## config.mk

```make
export PLATFORM = sky130hd
export DESIGN_NAME = local_bus_request_grant_lock
export DESIGN_NICKNAME = d
export VERILOG_FILES = /design/src/rtl/arb_pkg.sv /design/src/rtl/rg_channel.sv /design/src/rtl/local_bus_request_grant_lock.sv
export VERILOG_INCLUDE_DIRS = /design/src /design/src/rtl
export SDC_FILE = /design/constraint.sdc
export NUM_CORES = 1
export LEC_CHECK = 0
export ABC_CLOCK_PERIOD_IN_PS = 2450
export BUFFER_PORTS_ARGS = -buffer_cell sky130_fd_sc_hd__buf_2
export CORE_ASPECT_RATIO = 1.5
export CORE_UTILIZATION = 35
export DETAILED_ROUTE_END_ITERATION = 16
export GPL_TIMING_DRIVEN = 0
export REMOVE_ABC_BUFFERS = 1
export SLEW_MARGIN = 20
export SYNTH_ARGS = -nofsm -noshare
export SYNTH_HDL_FRONTEND = slang
export SYNTH_SLANG_ARGS = --single-unit
```

## constraint.sdc

```tcl
create_clock -name clock -period 2.45 [get_ports clock]
set_input_delay 0.245 -clock clock [delete_from_list [all_inputs] [get_ports clock]]
set_output_delay 0.245 -clock clock [all_outputs]
set_load 0.01 [all_outputs]
```

## src/rtl/arb_defines.svh

```systemverilog
// timing counts and encodings for the local bus request/grant logic
`ifndef ARB_DEFINES_SVH
`define ARB_DEFINES_SVH

`define CLK_PERIOD_NS      10
`define PULSE_TIME_NS      10
`define PULSE_CYCLES       ((`PULSE_TIME_NS + `CLK_PERIOD_NS - 1) / `CLK_PERIOD_NS)
`define GAP_TIME_NS        10
`define GAP_CYCLES         ((`GAP_TIME_NS + `CLK_PERIOD_NS - 1) / `CLK_PERIOD_NS)
`define IDLE_START_CLOCKS  3
`define EXCHANGE_PULSES    3
`define NUM_CHANNELS       2

`define QS_NO_OP           2'h0
`define QS_FIRST_BYTE      2'h1
`define QS_EMPTIED         2'h2
`define QS_NEXT_BYTE       2'h3

`endif

```

## src/rtl/arb_pkg.sv

```systemverilog
// types shared by the request/grant logic
package arb_pkg;

  typedef enum logic [2:0] {st_idle, st_t1, st_t2, st_t3, st_t4} bus_state_t;

  typedef enum logic [1:0] {op_none, op_first, op_empty, op_next} queue_op_t;

  typedef struct packed {
    bus_state_t bus_state;
    logic       cycle_pending;
    logic       odd_low_byte;
    logic       interrupt_acknowledge_cycle_first;
    logic       interrupt_acknowledge_cycle_second;
    logic       lock_prefix;
    queue_op_t  queue_op;
  } core_status_t;

  typedef struct packed {
    logic       pin_in;
    logic       pin_out;
    logic       pin_oe;
  } rg_pin_t;

endpackage

```

## src/rtl/rg_channel.sv

```systemverilog
// one request/grant pin: request capture, grant pulse, release capture
`include "arb_defines.svh"

module rg_channel
(
  input  wire logic clock,
  input  wire logic rst,
  input  wire logic pin_in,
  input  wire logic grant_go,
  output logic      pin_out,
  output logic      pin_oe,
  output logic      waiting,
  output logic      holding,
  output logic      release_seen
);
  import arb_pkg::*;

  typedef enum logic [2:0] {ch_idle, ch_wait, ch_grant, ch_hold, ch_gap} ch_state_t;

  ch_state_t state_reg;
  ch_state_t state_next;
  logic      oe_reg;

  wire req_seen   = (state_reg == ch_idle) && !pin_in;
  assign release_seen = (state_reg == ch_hold) && !pin_in;
  assign waiting  = (state_reg == ch_wait);
  assign holding  = (state_reg == ch_grant) || (state_reg == ch_hold);
  assign pin_oe   = oe_reg;
  assign pin_out  = 1'b0;

  always_comb
  begin
    state_next = state_reg;
    case (state_reg)
      ch_idle:  if (req_seen) state_next = ch_wait;           // RULE1
      ch_wait:  if (grant_go) state_next = ch_grant;
      ch_grant: state_next = ch_hold;
      ch_hold:  if (release_seen) state_next = ch_gap;        // RULE3
      ch_gap:   state_next = ch_idle;                         // RULE6
      default:  state_next = ch_idle;
    endcase
  end

  always_ff @(posedge clock or posedge rst)
  begin
    if (rst)
    begin
      state_reg <= ch_idle;
      oe_reg    <= 1'b0;
    end
    else
    begin
      state_reg <= state_next;
      oe_reg    <= (state_reg == ch_wait) && grant_go;        // RULE5
    end
  end
endmodule // rg_channel

```

## src/rtl/local_bus_request_grant_lock.sv

```systemverilog
// local bus request/grant arbitration, bus lock and queue status outputs
`include "arb_defines.svh"

// Summary of operation
// RULE1 - other master requests with a one-clock low pulse on its request/grant pin
// RULE2 - after granting, enter grant sequence next clock and float the bus interface
// RULE3 - a one-clock release pulse ends the hold; bus reclaimed at next edge
// RULE4 - on reclaim, core resumes in final state or idle if nothing pending
// RULE5 - each exchange is exactly three low pulses: request, grant, release
// RULE6 - at least one idle clock separates consecutive exchanges
// RULE7 - request during a memory cycle releases the bus in its final state
// RULE8 - release needs early request, not odd low byte, not first acknowledge, not locked
// RULE9 - request on an idle bus releases the bus in the next cycle
// RULE10 - a cycle starting soon after an idle request counts the request as early
// RULE11 - drive active-low lock to keep other masters off the system bus
// RULE12 - lock prefix holds lock until the following instruction completes
// RULE13 - during grant sequence lock is released to high impedance, reading one
// RULE14 - lock set in second state of first acknowledge, cleared in second's
// RULE15 - queue status valid the clock after the queue operation
// RULE16 - queue status outputs are always driven
// RULE17 - queue codes: none, first opcode byte, emptied, subsequent byte
module local_bus_request_grant_lock
(
  input  wire logic                 clock,
  input  wire logic                 rst,
  input  wire arb_pkg::core_status_t core_status,
  input  wire logic                 req_grant_pin_high_prio_in,
  output logic                      req_grant_pin_high_prio_out,
  output logic                      req_grant_pin_high_prio_oe,
  input  wire logic                 req_grant_pin_low_prio_in,
  output logic                      req_grant_pin_low_prio_out,
  output logic                      req_grant_pin_low_prio_oe,
  output logic                      bus_float,
  output logic                      resume_in_final_state,
  output logic                      lock_n_out,
  output logic                      lock_n_oe,
  output logic                      queue_status_msb,
  output logic                      queue_status_lsb
);
  import arb_pkg::*;

  logic [`NUM_CHANNELS-1:0] pin_in;
  logic [`NUM_CHANNELS-1:0] pin_out;
  logic [`NUM_CHANNELS-1:0] pin_oe;
  logic [`NUM_CHANNELS-1:0] waiting;
  logic [`NUM_CHANNELS-1:0] holding;
  logic [`NUM_CHANNELS-1:0] release_seen;
  logic [`NUM_CHANNELS-1:0] grant_go;

  logic       float_reg;
  logic       float_next;
  logic       early_reg;
  logic       early_next;
  logic       interrupt_acknowledge_cycle_lock_reg;
  logic       interrupt_acknowledge_cycle_lock_next;
  logic       lock_n_reg;
  logic       lock_oe_reg;
  logic       resume_final_reg;
  logic [1:0] qs_reg;
  logic [1:0] qs_next;
  logic [2:0] idle_wait_reg;
  logic [2:0] idle_wait_next;

  assign pin_in[0] = req_grant_pin_high_prio_in;
  assign pin_in[1] = req_grant_pin_low_prio_in;

  genvar g;
  generate
    for (g = 0; g < `NUM_CHANNELS; g = g + 1)
    begin : gen_ch
      rg_channel u_ch
      (
        .clock        (clock),
        .rst          (rst),
        .pin_in       (pin_in[g]),
        .grant_go     (grant_go[g]),
        .pin_out      (pin_out[g]),
        .pin_oe       (pin_oe[g]),
        .waiting      (waiting[g]),
        .holding      (holding[g]),
        .release_seen (release_seen[g])
      );
    end
  endgenerate

  // pin enables come straight from the channel flip-flops; pin data is tied low
  assign req_grant_pin_high_prio_out = pin_out[0];
  assign req_grant_pin_high_prio_oe  = pin_oe[0];
  assign req_grant_pin_low_prio_out  = pin_out[1];
  assign req_grant_pin_low_prio_oe   = pin_oe[1];

  wire bus_state_t bs       = core_status.bus_state;
  wire req_any              = |waiting;
  wire bus_busy             = (|holding) || float_reg;
  wire in_early_state       = (bs == st_t1) || (bs == st_t2);
  wire locked_exec          = core_status.lock_prefix || interrupt_acknowledge_cycle_lock_reg;
  // idle grant is withheld while the core has a cycle about to start
  wire idle_release         = (bs == st_idle) && !core_status.cycle_pending;          // RULE9
  wire mem_conditions       = !core_status.odd_low_byte && !core_status.interrupt_acknowledge_cycle_first
                              && !locked_exec;                                         // RULE8
  wire mem_release          = (bs == st_t4) && early_reg && mem_conditions;           // RULE7
  wire release_ok           = !bus_busy && (idle_release || mem_release);

  // fixed priority: the high priority pin wins a tie
  assign grant_go[0] = waiting[0] && release_ok;
  assign grant_go[1] = waiting[1] && !waiting[0] && release_ok;

  wire any_grant   = |grant_go;
  wire any_release = |release_seen;

  // a request seen on an idle bus stays early for the next cycle start
  always_comb
  begin
    early_next     = early_reg;
    idle_wait_next = idle_wait_reg;
    // an idle-bus request is marked early within the idle window and stays early for a cycle starting after it
    if (req_any && (in_early_state || (bs == st_idle && idle_wait_reg < 3'(`IDLE_START_CLOCKS))))
      early_next = 1'b1;                                                               // RULE10
    else if (bs == st_t4 || !req_any)
      early_next = 1'b0;
    if (req_any && bs == st_idle && idle_wait_reg < 3'(`IDLE_START_CLOCKS))
      idle_wait_next = idle_wait_reg + 3'h1;
    else if (!req_any || bs != st_idle)
      idle_wait_next = 3'h0;
  end

  assign float_next     = any_grant ? 1'b1 : (any_release ? 1'b0 : float_reg);      // RULE2 RULE3
  assign interrupt_acknowledge_cycle_lock_next = (bs == st_t2 && core_status.interrupt_acknowledge_cycle_first)  ? 1'b1 :
                          (bs == st_t2 && core_status.interrupt_acknowledge_cycle_second) ? 1'b0 :
                          interrupt_acknowledge_cycle_lock_reg;                                               // RULE14

  always_comb
  begin
    case (core_status.queue_op)
      op_none:  qs_next = `QS_NO_OP;                                                   // RULE17
      op_first: qs_next = `QS_FIRST_BYTE;
      op_empty: qs_next = `QS_EMPTIED;
      op_next:  qs_next = `QS_NEXT_BYTE;
      default:  qs_next = `QS_NO_OP;
    endcase
  end

  always_ff @(posedge clock or posedge rst)
  begin
    if (rst)
    begin
      float_reg        <= 1'b0;
      early_reg        <= 1'b0;
      idle_wait_reg    <= 3'h0;
      interrupt_acknowledge_cycle_lock_reg    <= 1'b0;
      lock_n_reg       <= 1'b1;
      lock_oe_reg      <= 1'b1;
      resume_final_reg <= 1'b0;
      qs_reg           <= `QS_NO_OP;
    end
    else
    begin
      float_reg        <= float_next;
      early_reg        <= early_next;
      idle_wait_reg    <= idle_wait_next;
      interrupt_acknowledge_cycle_lock_reg    <= interrupt_acknowledge_cycle_lock_next;
      lock_n_reg       <= float_next || !(core_status.lock_prefix || interrupt_acknowledge_cycle_lock_next); // RULE11 RULE12 RULE13
      lock_oe_reg      <= !float_next;                                                 // RULE13
      resume_final_reg <= any_release && core_status.cycle_pending;                   // RULE4
      qs_reg           <= qs_next;                                                     // RULE15 RULE16
    end
  end

  assign bus_float             = float_reg;
  assign resume_in_final_state = resume_final_reg;
  assign lock_n_out            = lock_n_reg;
  assign lock_n_oe             = lock_oe_reg;
  assign queue_status_msb      = qs_reg[1];
  assign queue_status_lsb      = qs_reg[0];
endmodule // local_bus_request_grant_lock

```

=== Yosys cells after proc, flatten, opt, wreduce, memory -nomap -nowiden ===
Cells that the tools add are included.

* Register bits after elaboration: 19
* Input port bits: 14
* Output and inout bits: 10
* Word-level logic and storage cells: 106

* Add/sub/neg operators: 1
* Magnitude comparators: 1
* Eq/ne operators: 18
* Muxes and demuxes: 17
* Reductions and logical operators: 57

{| class="wikitable"
|+ Operator list
! kind !! number
|-
| two-way mux 3 bit || 8
|-
| one-hot mux 3 bit (4 select lines) || 2
|-
| logical AND 1 bit || 22
|-
| equality test 3 x 2 -> 1 bit (second input constant) || 5
|-
| inequality test 2 x 1 -> 1 bit (second input constant) || 6
|-
| logical NOT 1 bit || 11
|-
| logical OR 1 bit || 11
|-
| equality test 3 x 1 -> 1 bit (second input constant) || 3
|-
| logical NOT 3 bit || 3
|-
| one-hot mux 2 bit (4 select lines) || 1
|-
| OR reduction 2 bit || 4
|-
| two-way mux 1 bit || 6
|-
| AND reduction 3 bit || 2
|-
| equality test 2 bit (second input constant) || 2
|-
| nonzero test 2 bit || 2
|-
| adder 3 x 1 -> 3 bit (second input constant) || 1
|-
| equality test 3 bit (second input constant) || 1
|-
| < comparator 3 x 2 -> 1 bit (second input constant) || 1
|-
| nonzero test 3 bit || 1
|-
| equality test 2 x 1 -> 1 bit (second input constant) || 1
|-
| logical NOT 2 bit || 1
|}

=== Longest topological paths before layout ===
* Depth after elaboration: 10
* Mapped depth: 4
* Mapped depth without buffers: 4

=== Hierarchy ===
Synthesis repeated with hierarchy kept, for this count alone.

* Cell total of the unflattened synthesis: 88
* Area total of the unflattened synthesis: 893.4 um^2

{| class="wikitable"
|+ Modules (own cells, without submodules)
! module !! instances !! cells an instance !! area each (um^2) !! seq. area each (um^2)
|-
| local_bus_request_grant_lock || 1 || 48 || 503.0 || 277.8
|-
| rg_channel || 2 || 20 || 195.2 || 100.1
|}

=== Least setup slack after synthesis ===
OpenSTA, ideal clock, no wires.

* Path kind: register to register
* From: register gen_ch[1].u_ch.state_reg[2]
* To: register gen_ch[1].u_ch.state_reg[0]
* Library setup time: 0.128 ns
* Arrival time: 1.181 ns
* Data required time: 2.322 ns
* Setup slack: 1.141 ns
* Stages on the path, launching flop included: 5
* Path buffers: 0
* Period minus slack after synthesis: 1.309 ns
* Cell sequence: dfrtp_1 -> inv_2 -> a2111oi_4 -> a31o_1 -> a21oi_1

* Cells in the longest elaborated chain, start to end: 9
* Elaborated cells on any way between the ends: 18
* Those cells by class: eq/ne (6); mux (1); reduce/logical (11)

{| class="wikitable"
|+ RTL lines
! what !! line !! text
|-
| from (decl) || rg_channel.sv:20 || <nowiki>ch_state_t state_reg;</nowiki>
|-
| from (signal assigned) || rg_channel.sv:48 || <nowiki>state_reg <= ch_idle;</nowiki>
|-
| from (signal assigned) || rg_channel.sv:53 || <nowiki>state_reg <= state_next;</nowiki>
|-
| equality test 3 x 2 -> 1 bit (on tied branches) || rg_channel.sv:27, rg_channel.sv:34, rg_channel.sv:25 ||
|-
| logical OR 1 bit || rg_channel.sv:27 || <nowiki>assign holding = (state_reg == ch_grant) || (state_reg == ch_hold);</nowiki>
|-
| OR reduction 2 bit || local_bus_request_grant_lock.sv:94 || <nowiki>wire bus_busy = (|holding) || float_reg;</nowiki>
|-
| logical OR 1 bit || local_bus_request_grant_lock.sv:94 ||
|-
| logical NOT 1 bit || local_bus_request_grant_lock.sv:102 || <nowiki>wire release_ok = !bus_busy && (idle_release || mem_release);</nowiki>
|-
| logical AND 1 bit || local_bus_request_grant_lock.sv:102 ||
|-
| logical AND 1 bit || local_bus_request_grant_lock.sv:106 || <nowiki>assign grant_go[1] = waiting[1] && !waiting[0] && release_ok;</nowiki>
|-
| inequality test 2 x 1 -> 1 bit (no line) || - ||
|-
| AND reduction 3 bit (no line) || - ||
|}

Several ways; a longest one is shown, not always the timed one.
A chain may end at the register's enable or synchronous reset.

=== Worst setup path after layout ===
Same ends and word-level chain as after synthesis.

==> impl_results.md <==
* Switch share at 35.1%
* Commonest non-fill, non-tap cell in the layout: buf_2
* Placed Area at 1020 um2
* CTS clk-pin slew, worst paths at 0.11 ns
* IO buf count at 21
* Clk network pwr share at 18.7%
* Dpl hpwl at 1.36 mm
* Routed Antenna Nets at 0
* Status: complete, but fails checks
* Setup Fix Bufs, Post-CTS at 0
* Peak supply drop at 0.405 mV
* Net Switching at 0.313 mW
* CTS tree: yes
* CTS buffer count at 3
* Pint at 0.579 mW
* PostCTS Resize Cnt at 0
* Global-route wire length before repair at 2.77 mm
* CTS Sinks at 19
* Worst-Margin Slew at 0.683 ns
* Reg2Reg Setup Slack at 0.98 ns
* Remaining DRCs at 5
* Global Route Usage Sum at 13.9%
* Unique masters post-synth at 36
* Vias in the first global route at 671
* Critical path capture point type: flip-flop
* I/O Pins at 24
* Primary FF master, synth: dfrtp_1
* Antenna diodes at 0
* Synth Area per Inst at 10.9 um2
* CTS Buffer Depth at 2
* Endpoints failing hold at 0
* Final Max Slew Viols at 0
* Mapped Area at 902 um2
* GRT Residual Overflow at 0
* Critical Path End: gen_ch[1].u_ch.state_reg[0]
* Initial antenna violation count at 0
* Worst R2R Start: gen_ch[1].u_ch.state_reg[2]
* # setup viols final at 0
* Pre-antenna DRT Iters at 10
* Synth-to-Final Area Change at 16.2%
* Number of synthesized flops with an enable pin at 0
* Hold buffer count at CTS at 0
* Clk_lat worst skew at 0.31 ns
* Crit path max fanout at 7
* Power per Cell Area at 851 nW/um2
* Via density at 5.37
* Layout cells sized above 1 at 35.2%
* Leak pwr at 0.489 nW
* GPL Wtd Cong at 0.750
* CP startpoint: gen_ch[1].u_ch.state_reg[2]
* Cell area after layout at 1050 um2
* Max FFs per register at 6
* F_max at 678 MHz
* Synth Warn # at 0
* Worst EP arrival at 1.67 ns
* Asr flop ratio synth at 100%
* Tcrit/Tclk final at 60.2%
* Vias at 693
* Die area at 2790 um2
* Area of the core at 2450 um2
* Post-route clock skew at 0.00134 ns
* Clock Tree Root: clkbuf_4
* Initial Utilization at 36.8%
* Slew HR at 54.4%
* Flop pwr share at 50.1%
* RSZ-0062 raised after global routing: no
* Pin count of the biggest net entering global routing at 20
* WL final at 1.72 mm
* Crit Path Class: reg -> reg
* Total of flip-flops plus latches after synthesis at 19
* Site row count at 22
* CP startpoint kind: flip-flop
* Setup tns final at 0 ns
* CTS H-tree lvls at 1
* Nets at 121
* FF-to-FF End: gen_ch[1].u_ch.state_reg[0]
* Post-synthesis sequential area ratio at 53.0%
* Fin crit period at 1.47 ns
* Logic pwr share at 31.2%
* Number of DRC markers in iteration 0 at 26
* Most frequent cells in the layout: buf_2, dfrtp_1, nor2_1, a21oi_1, nand2_1
* Chip width at 43.5 um
* Worst min path class: in -> async
* Cell count after synthesis at 83
* Failing checks: DRC
* Routed len/inst at 13.3 um
* Depth of the most critical reg-to-reg path at 4
* WP data required at 2.65 ns
* Max Cap Viol at 0
* Die H at 64.2 um
power groups by stage:
stage | logic [mW] | registers [mW] | clock network [mW]
floorplan | 0.185 | 0.457 | 0
global placement | 0.270 | 0.450 | 0
detailed placement | 0.283 | 0.452 | 0
CTS | 0.283 | 0.446 | 0.169
global route | 0.309 | 0.456 | 0.189
finish | 0.279 | 0.447 | 0.167
Yosys cell counts (all sizes together), types with 2 or more instances:
cell type	n	area [um2]
dfstp	2	52.6
nor3b	2	20.0
buf	2	15.0
nand2	5	18.8
nand3	2	10.0
inv	5	18.8
a21oi	8	40.0
and4bb	2	25.0
nor2b	2	12.5
o21ai	6	33.8
o22ai	2	18.8
dfrtp	17	425
nor2	10	37.5
clkbuf	2	7.51
cell type report:
class / count / area, um2
fillers: 252 / 1400
flip-flops and latches: 19 / 478
multi-input cells: 56 / 387
repair buffers: 21 / 105
well taps: 24 / 30.0
clock buffers: 3 / 22.5
inverters: 5 / 18.8
clock inverters: 1 / 7.51
worst min path at each step:
stage / to / slack, ns / depth (start not counted)
2_1_floorplan: bus_float / 0.19 / 1
3_3_place_gp: qs_reg[1] / 0.36 / 1
3_5_place_dp: qs_reg[1] / 0.36 / 1
4_1_cts: qs_reg[1] / 0.03 / 1
5_1_grt: qs_reg[0] / 0.02 / 1
6_report: gen_ch[1].u_ch.state_reg[2] / 0.02 / 2
routing by layer:
metal	vias up	global-route usage, %	routed length [um]
met3	4	4.24	70
met5	-	0	0
met1	338	12.6	645
met2	14	25.2	964
li1	337	-	-
met4	0	9.38	38
stage by stage:
| step | hold WS, ns | utilization [%] | std cells | power (mW) | setup slack [ns] |
|---|---|---|---|---|---|
| 4_1_cts | 0.0336 | 42.8 | 129 | 0.899 | 0.979 |
| 3_5_place_dp | 0.359 | 41.6 | 125 | 0.734 | 0.942 |
| 6_report | 0.0175 | 42.8 | 129 | 0.892 | 0.976 |
| 3_3_place_gp | 0.356 | 41.6 | 125 | 0.720 | 0.944 |
| 5_1_grt | 0.0157 | 42.8 | 129 | 0.955 | 0.878 |
| 2_1_floorplan | 0.195 | - | 80 | 0.642 | 1.14 |
cells by family (layout without fill, tap and decap cells):
group	Yosys count	after routing	share of synthesized area (%)
other	1	2	0.416
xor gates and xnor gates	1	1	0.971
buffers and inverters	9	30	4.58
DFF	19	19	53.0
adders and majority gates	1	1	1.39
AOI/OAI and AO/OA	23	23	20.4
and+or+nand+nor	29	29	19.3
worst max-delay path, cell delays in order (launching register included):
cell and delay (ns):
dfrtp_1 0.49, inv_2 0.07, a2111oi_4 0.52, a31o_1 0.22, a21oi_1 0.07
Note: power is estimated with default switching activity, not from simulation.
